--- src/pkg/plt_consts.svh ---
// Purpose: constants of the lock delay timer
// Assumes: 16-bit data memory space, one reference clock
// Notes: definitions only
`ifndef PLT_CONSTS_SVH
`define PLT_CONSTS_SVH

// ----------------------------------------
// register placement
// ----------------------------------------
`define PLT_ADDR_W 16
`define PLT_DATA_W 16
`define PLT_CLKMODE_ADDR 16'h0058

// ----------------------------------------
// field positions of clock_generator_mode
// ----------------------------------------
`define PLT_MUL_HI 15
`define PLT_MUL_LO 12
`define PLT_FRAC_BIT 11
`define PLT_PRESET_HI 10
`define PLT_PRESET_LO 3
`define PLT_VCO_ON_BIT 2
`define PLT_SEL_BIT 1
`define PLT_STATUS_BIT 0

// ----------------------------------------
// reset values
// ----------------------------------------
`define PLT_MUL_RST 4'hF
`define PLT_FRAC_RST 1'b0
`define PLT_PRESET_RST 8'h00
`define PLT_VCO_ON_RST 1'b0
`define PLT_SEL_RST 1'b1

// ----------------------------------------
// timing
// ----------------------------------------
`define PLT_REF_PER_TICK 16
`define PLT_PRESET_W 8

`endif

--- src/pkg/plt_pkg.sv ---
// Purpose: types of the lock delay timer
// Assumes: nothing
// Notes: constants live in plt_consts.svh
package plt_pkg;

    // ----------------------------------------
    // clock generator mode
    // ----------------------------------------
    typedef enum logic [1:0] {
        plt_st_div,
        plt_st_locking,
        plt_st_pll
    } plt_state_e;

endpackage : plt_pkg

--- src/pkg/plt_tick_if.sv ---
// Purpose: link between lock controller and reference prescaler
// Assumes: same clock on both sides
// Notes: clear restarts the divide-by-16 phase
`timescale 1ns/10ps
`default_nettype none

interface plt_tick_if;
    logic clear;
    logic tick;

    modport ctrl (output clear, input tick);
    modport presc (input clear, output tick);
endinterface : plt_tick_if

`default_nettype wire

--- src/verilog/plt_prescaler.sv ---
// Purpose: divides the reference clock by a fixed ratio into a tick
// Assumes: clear comes from logic on the same clock
// Notes: tick is high on the last cycle of each period
`timescale 1ns/10ps
`default_nettype none

`include "plt_consts.svh"

module plt_prescaler import plt_pkg::*; #(
    parameter int RATIO = `PLT_REF_PER_TICK
) (
    input wire logic clock_i,
    input wire logic srst_i,
    plt_tick_if.presc link
);

    localparam int CW = $clog2(RATIO);
    localparam logic [CW-1:0] LAST = CW'(RATIO - 1);

    logic [CW-1:0] phase;

    // ----------------------------------------
    // phase counter
    // ----------------------------------------
    assign link.tick = (phase == LAST);

    always_ff @(posedge clock_i) begin
        if (srst_i || link.clear) begin
            phase <= '0;
        end else begin
            phase <= phase + CW'(1);
        end
    end
endmodule : plt_prescaler

`default_nettype wire

--- src/verilog/plt_lock_timer.sv ---
// Purpose: lock delay timer and mode control of the clock generator
// Assumes: clock_i is the input reference clock; bus signals share it
// Notes: register read data appears one cycle after the read strobe
//
// Operation
// - preset loads a down-counter that stops at zero
// - preset spans 0 to 255, eight bits
// - one decrement per 16 reference cycles
// - divide to PLL switch loads and starts
// - core stays on divide clock while counting
// - core moves to PLL at zero
// - mode register sits at address 58h
// - preset held in bits 10 to 3
// - select bit high PLL, low divide
// - status bit reads one in PLL mode
// - reset gives bypass PLL mode, multiplier 15
`timescale 1ns/10ps
`default_nettype none

`include "plt_consts.svh"

module plt_lock_timer import plt_pkg::*; #(
    parameter int PRESET_W = `PLT_PRESET_W,
    parameter int REF_PER_TICK = `PLT_REF_PER_TICK
) (
    input wire logic clock_i,
    input wire logic srst_i,
    input wire logic [`PLT_ADDR_W-1:0] addr_i,
    input wire logic wr_en_i,
    input wire logic rd_en_i,
    input wire logic [`PLT_DATA_W-1:0] wdata_i,
    output logic [`PLT_DATA_W-1:0] rdata_o,
    output logic core_src_pll_o,
    output logic lock_busy_o,
    output logic vco_on_o,
    output logic [3:0] multiplier_field_o,
    output logic fractional_select_o
);

    // ----------------------------------------
    // state
    // ----------------------------------------
    plt_state_e state;
    plt_state_e next_state;
    logic [PRESET_W-1:0] lock_count_preset;
    logic [PRESET_W-1:0] timer;
    logic [PRESET_W-1:0] next_timer;
    logic vco_on_bit;
    logic pll_select_bit;

    plt_tick_if tick_link ();

    // ----------------------------------------
    // decode
    // ----------------------------------------
    wire sel = (addr_i == `PLT_CLKMODE_ADDR);
    wire wr = wr_en_i && sel;
    wire rd = rd_en_i && sel;
    wire new_sel = wdata_i[`PLT_SEL_BIT];
    wire [PRESET_W-1:0] new_preset = wdata_i[`PLT_PRESET_HI:`PLT_PRESET_LO];
    wire start_lock = wr && new_sel && (state == plt_st_div);
    wire leave_pll = wr && !new_sel;
    wire last_tick = (state == plt_st_locking) && tick_link.tick && (timer == PRESET_W'(1));
    wire status_bit = (state == plt_st_pll);
    wire [`PLT_DATA_W-1:0] read_word = {multiplier_field_o, fractional_select_o, lock_count_preset,
                                        vco_on_bit, pll_select_bit, status_bit};

    assign tick_link.clear = start_lock;

    // ----------------------------------------
    // reference prescaler
    // ----------------------------------------
    plt_prescaler #(
        .RATIO(REF_PER_TICK)
    ) u_prescaler (
        .clock_i(clock_i),
        .srst_i(srst_i),
        .link(tick_link)
    );

    // ----------------------------------------
    // mode sequencing
    // ----------------------------------------
    always_comb begin
        next_state = state;
        next_timer = timer;
        case (state)
            plt_st_div: begin
                if (start_lock) begin
                    if (new_preset == '0) begin
                        next_state = plt_st_pll;
                    end else begin
                        next_state = plt_st_locking;
                        next_timer = new_preset;
                    end
                end
            end
            plt_st_locking: begin
                if (leave_pll) begin
                    next_state = plt_st_div;
                    next_timer = '0;
                end else if (tick_link.tick) begin
                    next_timer = timer - PRESET_W'(1);
                    if (last_tick) begin
                        next_state = plt_st_pll;
                    end
                end
            end
            plt_st_pll: begin
                if (leave_pll) begin
                    next_state = plt_st_div;
                end
            end
            default: begin
                next_state = plt_st_div;
                next_timer = '0;
            end
        endcase
    end

    always_ff @(posedge clock_i) begin
        if (srst_i) begin
            state <= plt_st_pll;
            timer <= '0;
            core_src_pll_o <= 1'b1;
            lock_busy_o <= 1'b0;
        end else begin
            state <= next_state;
            timer <= next_timer;
            core_src_pll_o <= (next_state == plt_st_pll);
            lock_busy_o <= (next_state == plt_st_locking);
        end
    end

    // ----------------------------------------
    // clock_generator_mode register
    // ----------------------------------------
    always_ff @(posedge clock_i) begin
        if (srst_i) begin
            multiplier_field_o <= `PLT_MUL_RST;
            fractional_select_o <= `PLT_FRAC_RST;
            lock_count_preset <= `PLT_PRESET_RST;
            vco_on_bit <= `PLT_VCO_ON_RST;
            pll_select_bit <= `PLT_SEL_RST;
        end else if (wr) begin
            multiplier_field_o <= wdata_i[`PLT_MUL_HI:`PLT_MUL_LO];
            fractional_select_o <= wdata_i[`PLT_FRAC_BIT];
            lock_count_preset <= new_preset;
            vco_on_bit <= wdata_i[`PLT_VCO_ON_BIT];
            pll_select_bit <= new_sel;
        end
    end

    // ----------------------------------------
    // read data and oscillator enable
    // ----------------------------------------
    always_ff @(posedge clock_i) begin
        if (srst_i) begin
            rdata_o <= '0;
            vco_on_o <= 1'b1;
        end else begin
            rdata_o <= rd ? read_word : '0;
            vco_on_o <= wr ? (wdata_i[`PLT_VCO_ON_BIT] | new_sel) : (vco_on_bit | pll_select_bit);
        end
    end
endmodule : plt_lock_timer

`default_nettype wire

--- config.mk ---
export PLATFORM = sky130hd
export DESIGN_NAME = plt_lock_timer
export DESIGN_NICKNAME = d
export VERILOG_FILES = /design/src/pkg/plt_pkg.sv /design/src/pkg/plt_tick_if.sv /design/src/verilog/plt_prescaler.sv /design/src/verilog/plt_lock_timer.sv
export VERILOG_INCLUDE_DIRS = /design/src /design/src/pkg
export SDC_FILE = /design/constraint.sdc
export NUM_CORES = 1
export LEC_CHECK = 0
export BUFFER_PORTS_ARGS = -buffer_cell sky130_fd_sc_hd__buf_4
export CORE_ASPECT_RATIO = 1.2
export CORE_MARGIN = 2
export CORE_UTILIZATION = 46
export DETAILED_ROUTE_END_ITERATION = 7
export PLACE_DENSITY = 0.75
export SLEW_MARGIN = 15
export SYNTH_ARGS = -nofsm -noshare
export SYNTH_HDL_FRONTEND = slang
export SYNTH_HIERARCHICAL = 1
export SYNTH_SLANG_ARGS = --single-unit
--- constraint.sdc ---
create_clock -name clock_i -period 2.2 [get_ports clock_i]
set_input_delay 0.44 -clock clock_i [delete_from_list [all_inputs] [get_ports clock_i]]
set_output_delay 0.44 -clock clock_i [all_outputs]
set_load 0.01 [all_outputs]
==> flow_metrics.env, run 1 <==
export IMPL_irDropWorstVdd_v=0.000372
export IMPL_drc=0
export IMPL_nFillCells=389
export IMPL_r2r_start="timer[3]"
export IMPL_hp_class="input port to register"
export IMPL_setup_slack_ns=0.222
export IMPL_worstReg2RegEnd="state[1]"
export IMPL_routedLengthMet1_um=2010
export IMPL_synthesis_area_um2=2070
export IMPL_grt_pass1_wl_um=7910
export IMPL_synth_seq_cells=48
export IMPL_reg2regPathDepth=5
export IMPL_yosys_most_used_dff="dfxtp_1"
export IMPL_yosysUniqueCellTypes=49
export IMPL_synth_top_area_share=0.465
export IMPL_start_util=0.481
export IMPL_drv_slew=0
export IMPL_fmax_mhz=505
export IMPL_path_clk_slew_ns=0.09
export IMPL_synth_warning_count=6
export IMPL_cts_tree="done"
export IMPL_place_hpwl_um=3420
export IMPL_reg2reg_slack_ns=0.22
export IMPL_critPathTopFamily="simple AND/OR/NAND/NOR gates"
export IMPL_max_stage_delay_ns=0.55
export IMPL_drt_vias_per_instance=5.40
export IMPL_synth_edf_count=0
export IMPL_cts_buffer_depth=2
export IMPL_end_kind="register"
export IMPL_post_cts_buffers=0
export IMPL_antenna_cells=0
export IMPL_wl_met3_um=284
export IMPL_row_count=26
export IMPL_drive_above_1_share=0.297
export IMPL_grt_max_degree=36
export IMPL_synth_area_leaders="dfxtp_1, and2_1, nand2_1"
export IMPL_totalWireLength_um=4680
export IMPL_io_buffers=58
export IMPL_worst_path_stages=5
export IMPL_synth_top_cell_by_area="dfxtp_1"
export IMPL_path_cells="or4_4 -> or3_4 -> or3_1 -> a21oi_2 -> a21o_1"
export IMPL_dpl_worst_slack_ns=-0.00408
export IMPL_h_tree_depth=2
export IMPL_grt_use_total=0.200
export IMPL_vias=1847
export IMPL_fin_crit_ns=1.98
export IMPL_first_global_vias=1739
export IMPL_ant_nets=0
export IMPL_drtIter0Drc=129
export IMPL_status="completed"
export IMPL_crit_path_start_kind="register"
export IMPL_fin_nets=324
export IMPL_die_x_um=65.2
export IMPL_topRoutingLayerUsed="met4"
export IMPL_path_max_fanout=7
export IMPL_syn_to_final_growth_pct=30.6
export IMPL_cts_hold_buf=0
export IMPL_fin_skew_ns=0.00268
export IMPL_synthCells=221
export IMPL_startpoint="timer[3]"
export IMPL_ys_async_sr_fraction=0
export IMPL_cts_made_buffers=5
export IMPL_timing_hold_ws_ns=0.396
export IMPL_synth_seq_area_share=0.465
export IMPL_required_ns=2.45
export IMPL_syn_area_per_cell_um2=9.35
export IMPL_root_buffer="clkbuf_8"
export IMPL_cellPowerDensity_nw_per_um2=566
export IMPL_final_hold_viol_count=0
export IMPL_tns_ns=0
export IMPL_setup_viol=0
export IMPL_path_buf_inv=0
export IMPL_power_leakage_uw=0.00115
export IMPL_die_area_um2=5050
export IMPL_drv_cap=0
export IMPL_tightestPinTransition_ns=0.541
export IMPL_io_pins=60
export IMPL_wl_met2_um=2280
export IMPL_critPathCapture="state[1]"
export IMPL_clkLatencyLatePin_ns=0.30
export IMPL_grt_ovfl_total=0
export IMPL_gp_congestion=0.883
export IMPL_crit_type="register to register"
export IMPL_cp_slowest_cell="or4_4"
export IMPL_crit_arrival_ns=2.23
export IMPL_antenna_found_initial=0
export IMPL_die_y_um=77.4
export IMPL_drt_first_pass_iters=4
export IMPL_rsz0062_at_grt="false"
export IMPL_slew_headroom=0.630
export IMPL_syn_nets=260
export IMPL_period_share=0.899
export IMPL_core_area_um2=4290
export IMPL_post_drt_wl_per_cell_um=13.7
export IMPL_cts_num_sinks=48
## cell usage after synthesis, types with 4 or more instances
cell type,n
o211ai_1,4
and2_1,17
nor4b_1,6
inv_1,7
a21oi_1,12
dfxtp_1,48
a22o_1,6
a211o_1,4
nor2_1,4
nor3_1,4
nand2b_1,5
and3_1,6
o21ai_0,5
nand2_1,27
clkbuf_1,7
## logic make-up after synthesis
logic type	synth area share
fa+ha+maj	0.0182
simple gates	0.254
mux	0.0254
buf+inv	0.0382
xor+xnor	0.00424
compound gates	0.194
flops	0.465
## sequential cells by signal (all words and copies together) (netlist names)
signal               count
vco_on_o                 1
rdata_o                 16
fractional_select_o      1
vco_on_bit               1
multiplier_field_o       4
state                    2
pll_select_bit           1
lock_count_preset        8
u_prescaler/phase        4
lock_busy_o              1
timer                    8
core_src_pll_o           1
## per-stage QoR
step                      utilization  area [um^2]  instances  total power (uW)
after floorplan                     -         2070        221               933
after CTS                       0.628         2700        342              1540
after global placement          0.606         2600        334               996
after detailed placement        0.606         2600        334               998
after global routing            0.628         2700        342              1600
final                           0.628         2700        342              1530
## layer usage
layer / vias up / track usage
met5: - / 0
met4: 0 / 0.102
met3: 9 / 0.0478
met2: 67 / 0.320
met1: 844 / 0.247
li1: 927 / -
## final cells by class
class	instances	area, um^2	area share
Clock buffer	6	82.6	0.0306
Inverter	7	26.3	0.00974
Multi-Input combinational cell	154	1030	0.380
Sequential cell	48	961	0.356
Clock inverter	2	15.0	0.00556
Tap cell	56	70.1	0.0260
Timing Repair Buffer	69	518	0.192
## layout by cell type, fill, tap and decap left out, types with 2 or more instances in the layout
master      Yosys  routed
or3_1           3       3
a21o_1          3       3
a21oi_1        12      12
clkinvlp_4      0       2
o21ai_0         5       4
mux2i_1         3       3
o41ai_1         3       3
nor4b_1         6       6
and4_1          2       2
nor2b_1         2       2
and3_1          6       6
inv_1           7       7
a211o_1         4       4
a2111oi_0       3       3
nand2_1        27      27
o2bb2ai_1       2       2
nor3b_1         3       3
a22o_1          6       6
buf_4           1      69
and2_1         17      17
clkbuf_8        0       6
ha_1            3       3
nor2_1          4       4
o221ai_1        2       2
o211ai_1        4       4
nand2b_1        5       5
o32ai_1         3       3
nor3_1          4       4
nor4_1          3       3
dfxtp_1        48      48
nand3_1         2       2
## report_power, final
part           internal, uW  switching (uW)  total [uW]
clock network           255             294         548
registers               873            2.92         875
logic                  58.7            43.5         102
total                  1190             340        1530
## worst min-delay path by stage
stage / startpoint / to / cells after the start
after floorplan: u_prescaler/phase[0] / u_prescaler/phase[0] / 1
after global placement: lock_count_preset[1] / lock_count_preset[1] / 2
after detailed placement: lock_count_preset[7] / lock_count_preset[7] / 2
after CTS: wdata_i[11] / fractional_select_o / 3
after global routing: wdata_i[8] / lock_count_preset[5] / 3
final: wdata_i[11] / fractional_select_o / 3
## tightest hold or removal path, delay by kind of cell
family,cells,cell delay [ns]
buffers and inverters,1,0.11
AND/OR/NAND/NOR,1,0.05
AO/OA/AOI/OAI,1,0.05
## repair_timing
action                                  CTS  global route
endpoints found under the hold margin     0             0
resized for setup                         0             1
endpoints found under the setup margin    0             1
(Power assumes the default switching activity.)
==> run 2: changes to the inputs <==
- ABC_AREA: default -> 1
==> run 2 against run 1 <==
  * Sequential cell count is the same
  * Critical path depth grew 3
  * Cell count rose by 18%
  * First-iteration DRC count decreased by 36%
  * Critical endpoint is now state[0]
  * Core utilization barely moved
  * Combinational power fell by 7%
  * Total power grew 6.3%
  * Largest power group unchanged
==> flow_metrics.env, run 2 <==
export IMPL_post_cts_resized=0
export IMPL_synth_seq_cells=48
export IMPL_synth_area_leaders="dfxtp_1, nor2_1, nand2_1"
export IMPL_root_buffer="clkbuf_8"
export IMPL_synth_top_area_share=0.457
export IMPL_fin_skew_ns=0.00807
export IMPL_cts_tree="done"
export IMPL_place_hpwl_um=3340
export IMPL_reg_top3="rdata_o x16, lock_count_preset x8, timer x8"
export IMPL_post_drt_wl_per_cell_um=11.0
export IMPL_yosysMostFrequentCell="nor2_1"
export IMPL_numPlacedInstances=396
export IMPL_period_share=0.689
export IMPL_grt_ovfl_total=0
export IMPL_totalWireLength_um=4430
export IMPL_core_area_um2=4330
export IMPL_final_core_util=0.628
export IMPL_cts_hold_buf=0
export IMPL_antenna_cells=0
export IMPL_synth_warning_count=6
export IMPL_yosysUniqueCellTypes=28
export IMPL_post_cts_buffers=0
export IMPL_synth_top_cell_by_area="dfxtp_1"
export IMPL_clkLatencyLatePin_ns=0.29
export IMPL_crit_type="input port to register"
export IMPL_synthesis_area_um2=2100
export IMPL_syn_area_per_cell_um2=7.41
export IMPL_yosys_most_used_dff="dfxtp_1"
export IMPL_end_kind="register"
export IMPL_cellPowerDensity_nw_per_um2=597
export IMPL_setup_viol=0
export IMPL_final_common_cell="nor2_1"
export IMPL_required_ns=2.43
export IMPL_irDropWorstVdd_v=0.000375
export IMPL_cts_made_buffers=5
export IMPL_drv_cap=0
export IMPL_syn_nets=323
export IMPL_grt_pass1_wl_um=7460
export IMPL_cts_num_sinks=48
export IMPL_drive_above_1_share=0.253
export IMPL_final_hold_viol_count=0
export IMPL_fmax_mhz=660
export IMPL_die_area_um2=5130
export IMPL_path_max_fanout=4
export IMPL_first_global_vias=1799
export IMPL_placed_cell_area_um2=2600
export IMPL_syn_to_final_growth_pct=29.2
export IMPL_slew_headroom=0.697
export IMPL_die_y_um=78.1
export IMPL_crit_path_start_kind="input port"
export IMPL_synth_edf_count=0
export IMPL_rsz0062_at_grt="false"
export IMPL_antenna_found_initial=0
export IMPL_drtIter0Drc=82
export IMPL_fin_crit_ns=1.52
export IMPL_timing_hold_ws_ns=0.355
export IMPL_h_tree_depth=2
export IMPL_final_cells=404
export IMPL_grt_use_total=0.184
export IMPL_ant_nets=0
export IMPL_fin_nets=386
export IMPL_synth_seq_area_share=0.457
export IMPL_die_x_um=65.7
export IMPL_tightestPinTransition_ns=0.451
export IMPL_row_count=26
export IMPL_start_util=0.486
export IMPL_drt_vias_per_instance=4.64
export IMPL_gp_congestion=0.887
export IMPL_drv_slew=0
export IMPL_hp_class="input port to register"
export IMPL_cts_buffer_depth=2
export IMPL_path_clk_slew_ns=0.09
export IMPL_io_buffers=58
export IMPL_synthCells=284
export IMPL_top_register="rdata_o"
export IMPL_tns_ns=0
export IMPL_power_leakage_uw=0.00133
export IMPL_drt_first_pass_iters=4
export IMPL_synth_common_cells="nor2_1, nand2_1, dfxtp_1"
export IMPL_io_pins=60
export IMPL_ys_async_sr_fraction=0
export IMPL_nFillCells=403
export IMPL_crit_arrival_ns=1.75
export IMPL_vias=1874
export IMPL_mostFrequentLayoutCells="nor2_1, buf_4, nand2_1"
export IMPL_largest_reg_flops=16
export IMPL_drc=0
export IMPL_grt_max_degree=20
export IMPL_final_cell_area_um2=2720
export IMPL_status="completed"
[run 2: changes by cell type after synthesis, sizes merged, moves of 8 or more]
cell / before / now
nor2: 4 / 82
a211oi: 1 / 9
inv: 7 / 35
a21oi: 13 / 2
nand3: 2 / 12
and2: 17 / 0
nand2: 27 / 60
[run 2: area by class of cell]
type / instances / area, um^2 / share of cell area
sequential: 48 / 961 / 0.353
clock inverter: 2 / 38.8 / 0.0143
multi-input combinational: 194 / 966 / 0.355
tap: 56 / 70.1 / 0.0258
timing repair buffer: 62 / 465 / 0.171
clock buffer: 6 / 82.6 / 0.0304
inverter: 36 / 135 / 0.0497
[run 2: path summary, 6_finish.rpt]
check	from	slack, ns	endpoint	cells past startpoint
max reg2reg	u_prescaler/phase[0]	0.77	timer[5]	9
min	wdata_i[13]	0.36	multiplier_field_o[1]	3
max	addr_i[11]	0.68	state[0]	8
min reg2reg	vco_on_bit	0.44	rdata_o[2]	2
[run 2: logic make-up after synthesis]
group           synth area share
compound gates            0.0690
xor+xnor                  0.0208
fa+ha+maj                 0.0178
buf+inv                   0.0844
simple gates               0.351
flops                      0.457
[run 2: critical path, cell delays in order]
cell	delay (ns)
buf_4	0.11
nor2_1	0.09
nand2_1	0.09
nor2_4	0.15
nand4_2	0.18
nor3_1	0.40
nand2_1	0.13
a21oi_1	0.14
[run 2: metrics by stage]
stage / setup WS (ns) / power [uW]
3_3_place_gp: 0.384 / 989
5_1_grt: 0.524 / 1680
4_1_cts: 0.672 / 1630
3_5_place_dp: 0.377 / 991
6_report: 0.684 / 1620
2_1_floorplan: 0.666 / 926
[run 2: metal layers]
layer / GRT usage / vias to the layer above / wire length [um] / part of all wire
li1: - / 1011 / - / -
met1: 0.210 / 825 / 1960 / 0.44
met2: 0.335 / 32 / 2250 / 0.51
met3: 0.0430 / 6 / 184 / 0.042
met4: 0.0542 / 0 / 43 / 0.0097
met5: 0 / - / 0 / 0
[run 2: report_power, final]
group / switching (uW) / total (uW) / internal [uW]
Sequential: 2.95 / 875 / 872
Clock: 281 / 653 / 371
Combinational: 44.3 / 95.0 / 50.7
==> run 3: changes to the inputs <==
- CORE_UTILIZATION: 46 -> 50
- PLACE_DENSITY: 0.75 -> 0.77
- clock period: 2.2 -> 1.5 ns (I/O delays scaled with it)
==> run 3 against run 2 <==
  * First-iteration DRC count down 11%
  * Combinational power grew 45%
  * Count of clock-buffer cells in the layout is the same
  * Critical endpoint is now timer[7]
  * Total power increased by 37%
  * Highest routed layer unchanged
  * Global-route usage up 2.1 points
  * Critical path type is now register to register
  * Clock skew decreased by 0.0037 ns
==> flow_metrics.env, run 3 (synthesis results as in run 2) <==
export IMPL_core_area_um2=4000
export IMPL_final_cells=410
export IMPL_startpoint="timer[2]"
export IMPL_io_buffers=58
export IMPL_worstReg2RegEnd="timer[7]"
export IMPL_row_count=25
export IMPL_status="completed"
export IMPL_syn_to_final_growth_pct=32.2
export IMPL_cts_buffer_depth=2
export IMPL_tns_ns=0
export IMPL_post_cts_buffers=0
export IMPL_drv_cap=0
export IMPL_end_kind="register"
export IMPL_final_cell_area_um2=2780
export IMPL_numPlacedInstances=401
export IMPL_rsz0062_at_grt="false"
export IMPL_place_hpwl_um=3470
export IMPL_p_comb_frac=0.062
export IMPL_intPower_uw=1730
export IMPL_fin_skew_ns=0.00442
export IMPL_fin_nets=394
export IMPL_drc=0
export IMPL_slew_headroom=0.692
export IMPL_drt_first_pass_iters=4
export IMPL_vias=1954
export IMPL_cts_num_sinks=48
export IMPL_crit_path_start_kind="register"
export IMPL_cellPowerDensity_nw_per_um2=802
export IMPL_grt_use_total=0.205
export IMPL_final_common_cell="nor2_1"
export IMPL_grt_pass1_wl_um=7570
export IMPL_cts_hold_buf=0
export IMPL_grt_ovfl_total=0
export IMPL_fmax_mhz=741
export IMPL_critPathCapture="timer[7]"
export IMPL_final_core_util=0.695
export IMPL_crit_arrival_ns=1.60
export IMPL_placed_cell_area_um2=2660
export IMPL_h_tree_depth=2
export IMPL_io_pins=60
export IMPL_antenna_cells=0
export IMPL_irDropWorstVdd_v=0.000535
export IMPL_grt_max_degree=20
export IMPL_reg2regPathDepth=9
export IMPL_post_cts_resized=0
export IMPL_drt_vias_per_instance=4.77
export IMPL_reg_top3="rdata_o x16, lock_count_preset x8, timer x8"
export IMPL_cts_tree="done"
export IMPL_die_y_um=75.1
export IMPL_top_register="rdata_o"
export IMPL_path_max_fanout=4
export IMPL_mostFrequentLayoutCells="nor2_1, buf_4, nand2_1"
export IMPL_fin_crit_ns=1.35
export IMPL_crit_type="register to register"
export IMPL_tightestPinTransition_ns=0.459
export IMPL_worst_path_stages=9
export IMPL_drv_slew=0
export IMPL_die_area_um2=4750
export IMPL_clkLatencyLatePin_ns=0.30
export IMPL_r2r_start="timer[2]"
export IMPL_critPathTopFamily="simple AND/OR/NAND/NOR gates"
export IMPL_antenna_found_initial=0
export IMPL_path_clk_slew_ns=0.09
export IMPL_power_leakage_uw=0.00136
export IMPL_reg2reg_slack_ns=0.15
export IMPL_p_clk_frac=0.362
export IMPL_ant_nets=0
export IMPL_totalWireLength_um=4540
export IMPL_gp_congestion=0.863
export IMPL_switching_power_uw=499
export IMPL_required_ns=1.75
export IMPL_start_util=0.526
export IMPL_die_x_um=63.2
export IMPL_pwr_share_seq=0.576
export IMPL_drtIter0Drc=73
export IMPL_path_buf_inv=1
export IMPL_final_hold_viol_count=0
export IMPL_path_cells="inv_1 -> nand3_1 -> nor2_1 -> nand2_1 -> nand2_1 -> nand2_1 -> o21ai_0 -> nor2_1 -> nor2_1"
export IMPL_post_drt_wl_per_cell_um=11.1
export IMPL_period_share=0.900
export IMPL_hp_class="input port to register"
export IMPL_cp_slowest_cell="dfxtp_1"
export IMPL_largest_reg_flops=16
export IMPL_root_buffer="clkbuf_8"
export IMPL_netSwitchingFraction=0.224
export IMPL_drive_above_1_share=0.275
export IMPL_setup_viol=0
export IMPL_first_global_vias=1767
export IMPL_cts_made_buffers=5
export IMPL_max_stage_delay_ns=0.34
==> run 3: area by class of cell <==
type	instances	area, um^2
fill	364	1220
multi-input combinational	195	991
sequential	48	962
timing repair buffer	69	531
inverter	36	135
clock buffer	6	82.6
tap	54	67.6
clock inverter	2	13.8
==> run 3: power by group through the flow <==
stage / Sequential [uW] / Combinational, uW / Clock [uW]
6_report: 1280 / 138 / 808
3_3_place_gp: 1310 / 137 / 0
4_1_cts: 1280 / 139 / 834
3_5_place_dp: 1310 / 139 / 0
2_1_floorplan: 1310 / 44.5 / 0
5_1_grt: 1290 / 156 / 871
==> run 3: per-stage QoR <==
| step | worst slack [ns] | hold WS (ns) | total power (uW) |
|---|---|---|---|
| floorplan | 0.106 | 0.378 | 1360 |
| global placement | -0.0119 | 0.419 | 1450 |
| detailed placement | -0.0436 | 0.424 | 1450 |
| CTS | 0.0395 | 0.206 | 2260 |
| global route | 0.0177 | 0.229 | 2310 |
| finish | 0.151 | 0.211 | 2230 |
==> run 3: worst min-delay path by stage <==
| stage | slack (ns) | endpoint | cells past startpoint | start |
|---|---|---|---|---|
| 2_1_floorplan | 0.38 | lock_count_preset[3] | 1 | srst_i |
| 3_3_place_gp | 0.42 | rdata_o[1] | 2 | pll_select_bit |
| 3_5_place_dp | 0.42 | rdata_o[1] | 2 | pll_select_bit |
| 4_1_cts | 0.21 | multiplier_field_o[0] | 3 | wdata_i[12] |
| 5_1_grt | 0.23 | multiplier_field_o[0] | 3 | wdata_i[12] |
| 6_report | 0.21 | multiplier_field_o[0] | 3 | wdata_i[12] |
==> run 3: per-layer routing <==
layer / global-route usage / up-vias / part of all wire
li1: - / 1028 / -
met4: 0.0797 / 0 / 0.019
met1: 0.234 / 885 / 0.43
met2: 0.378 / 33 / 0.51
met3: 0.0463 / 8 / 0.035
met5: 0 / - / 0
==> run 3: tightest hold or removal path, delay by kind of cell <==
kind,cells,cell delay [ns]
buffers and inverters,1,0.08
AND/OR/NAND/NOR,1,0.04
AO/OA/AOI/OAI,1,0.06
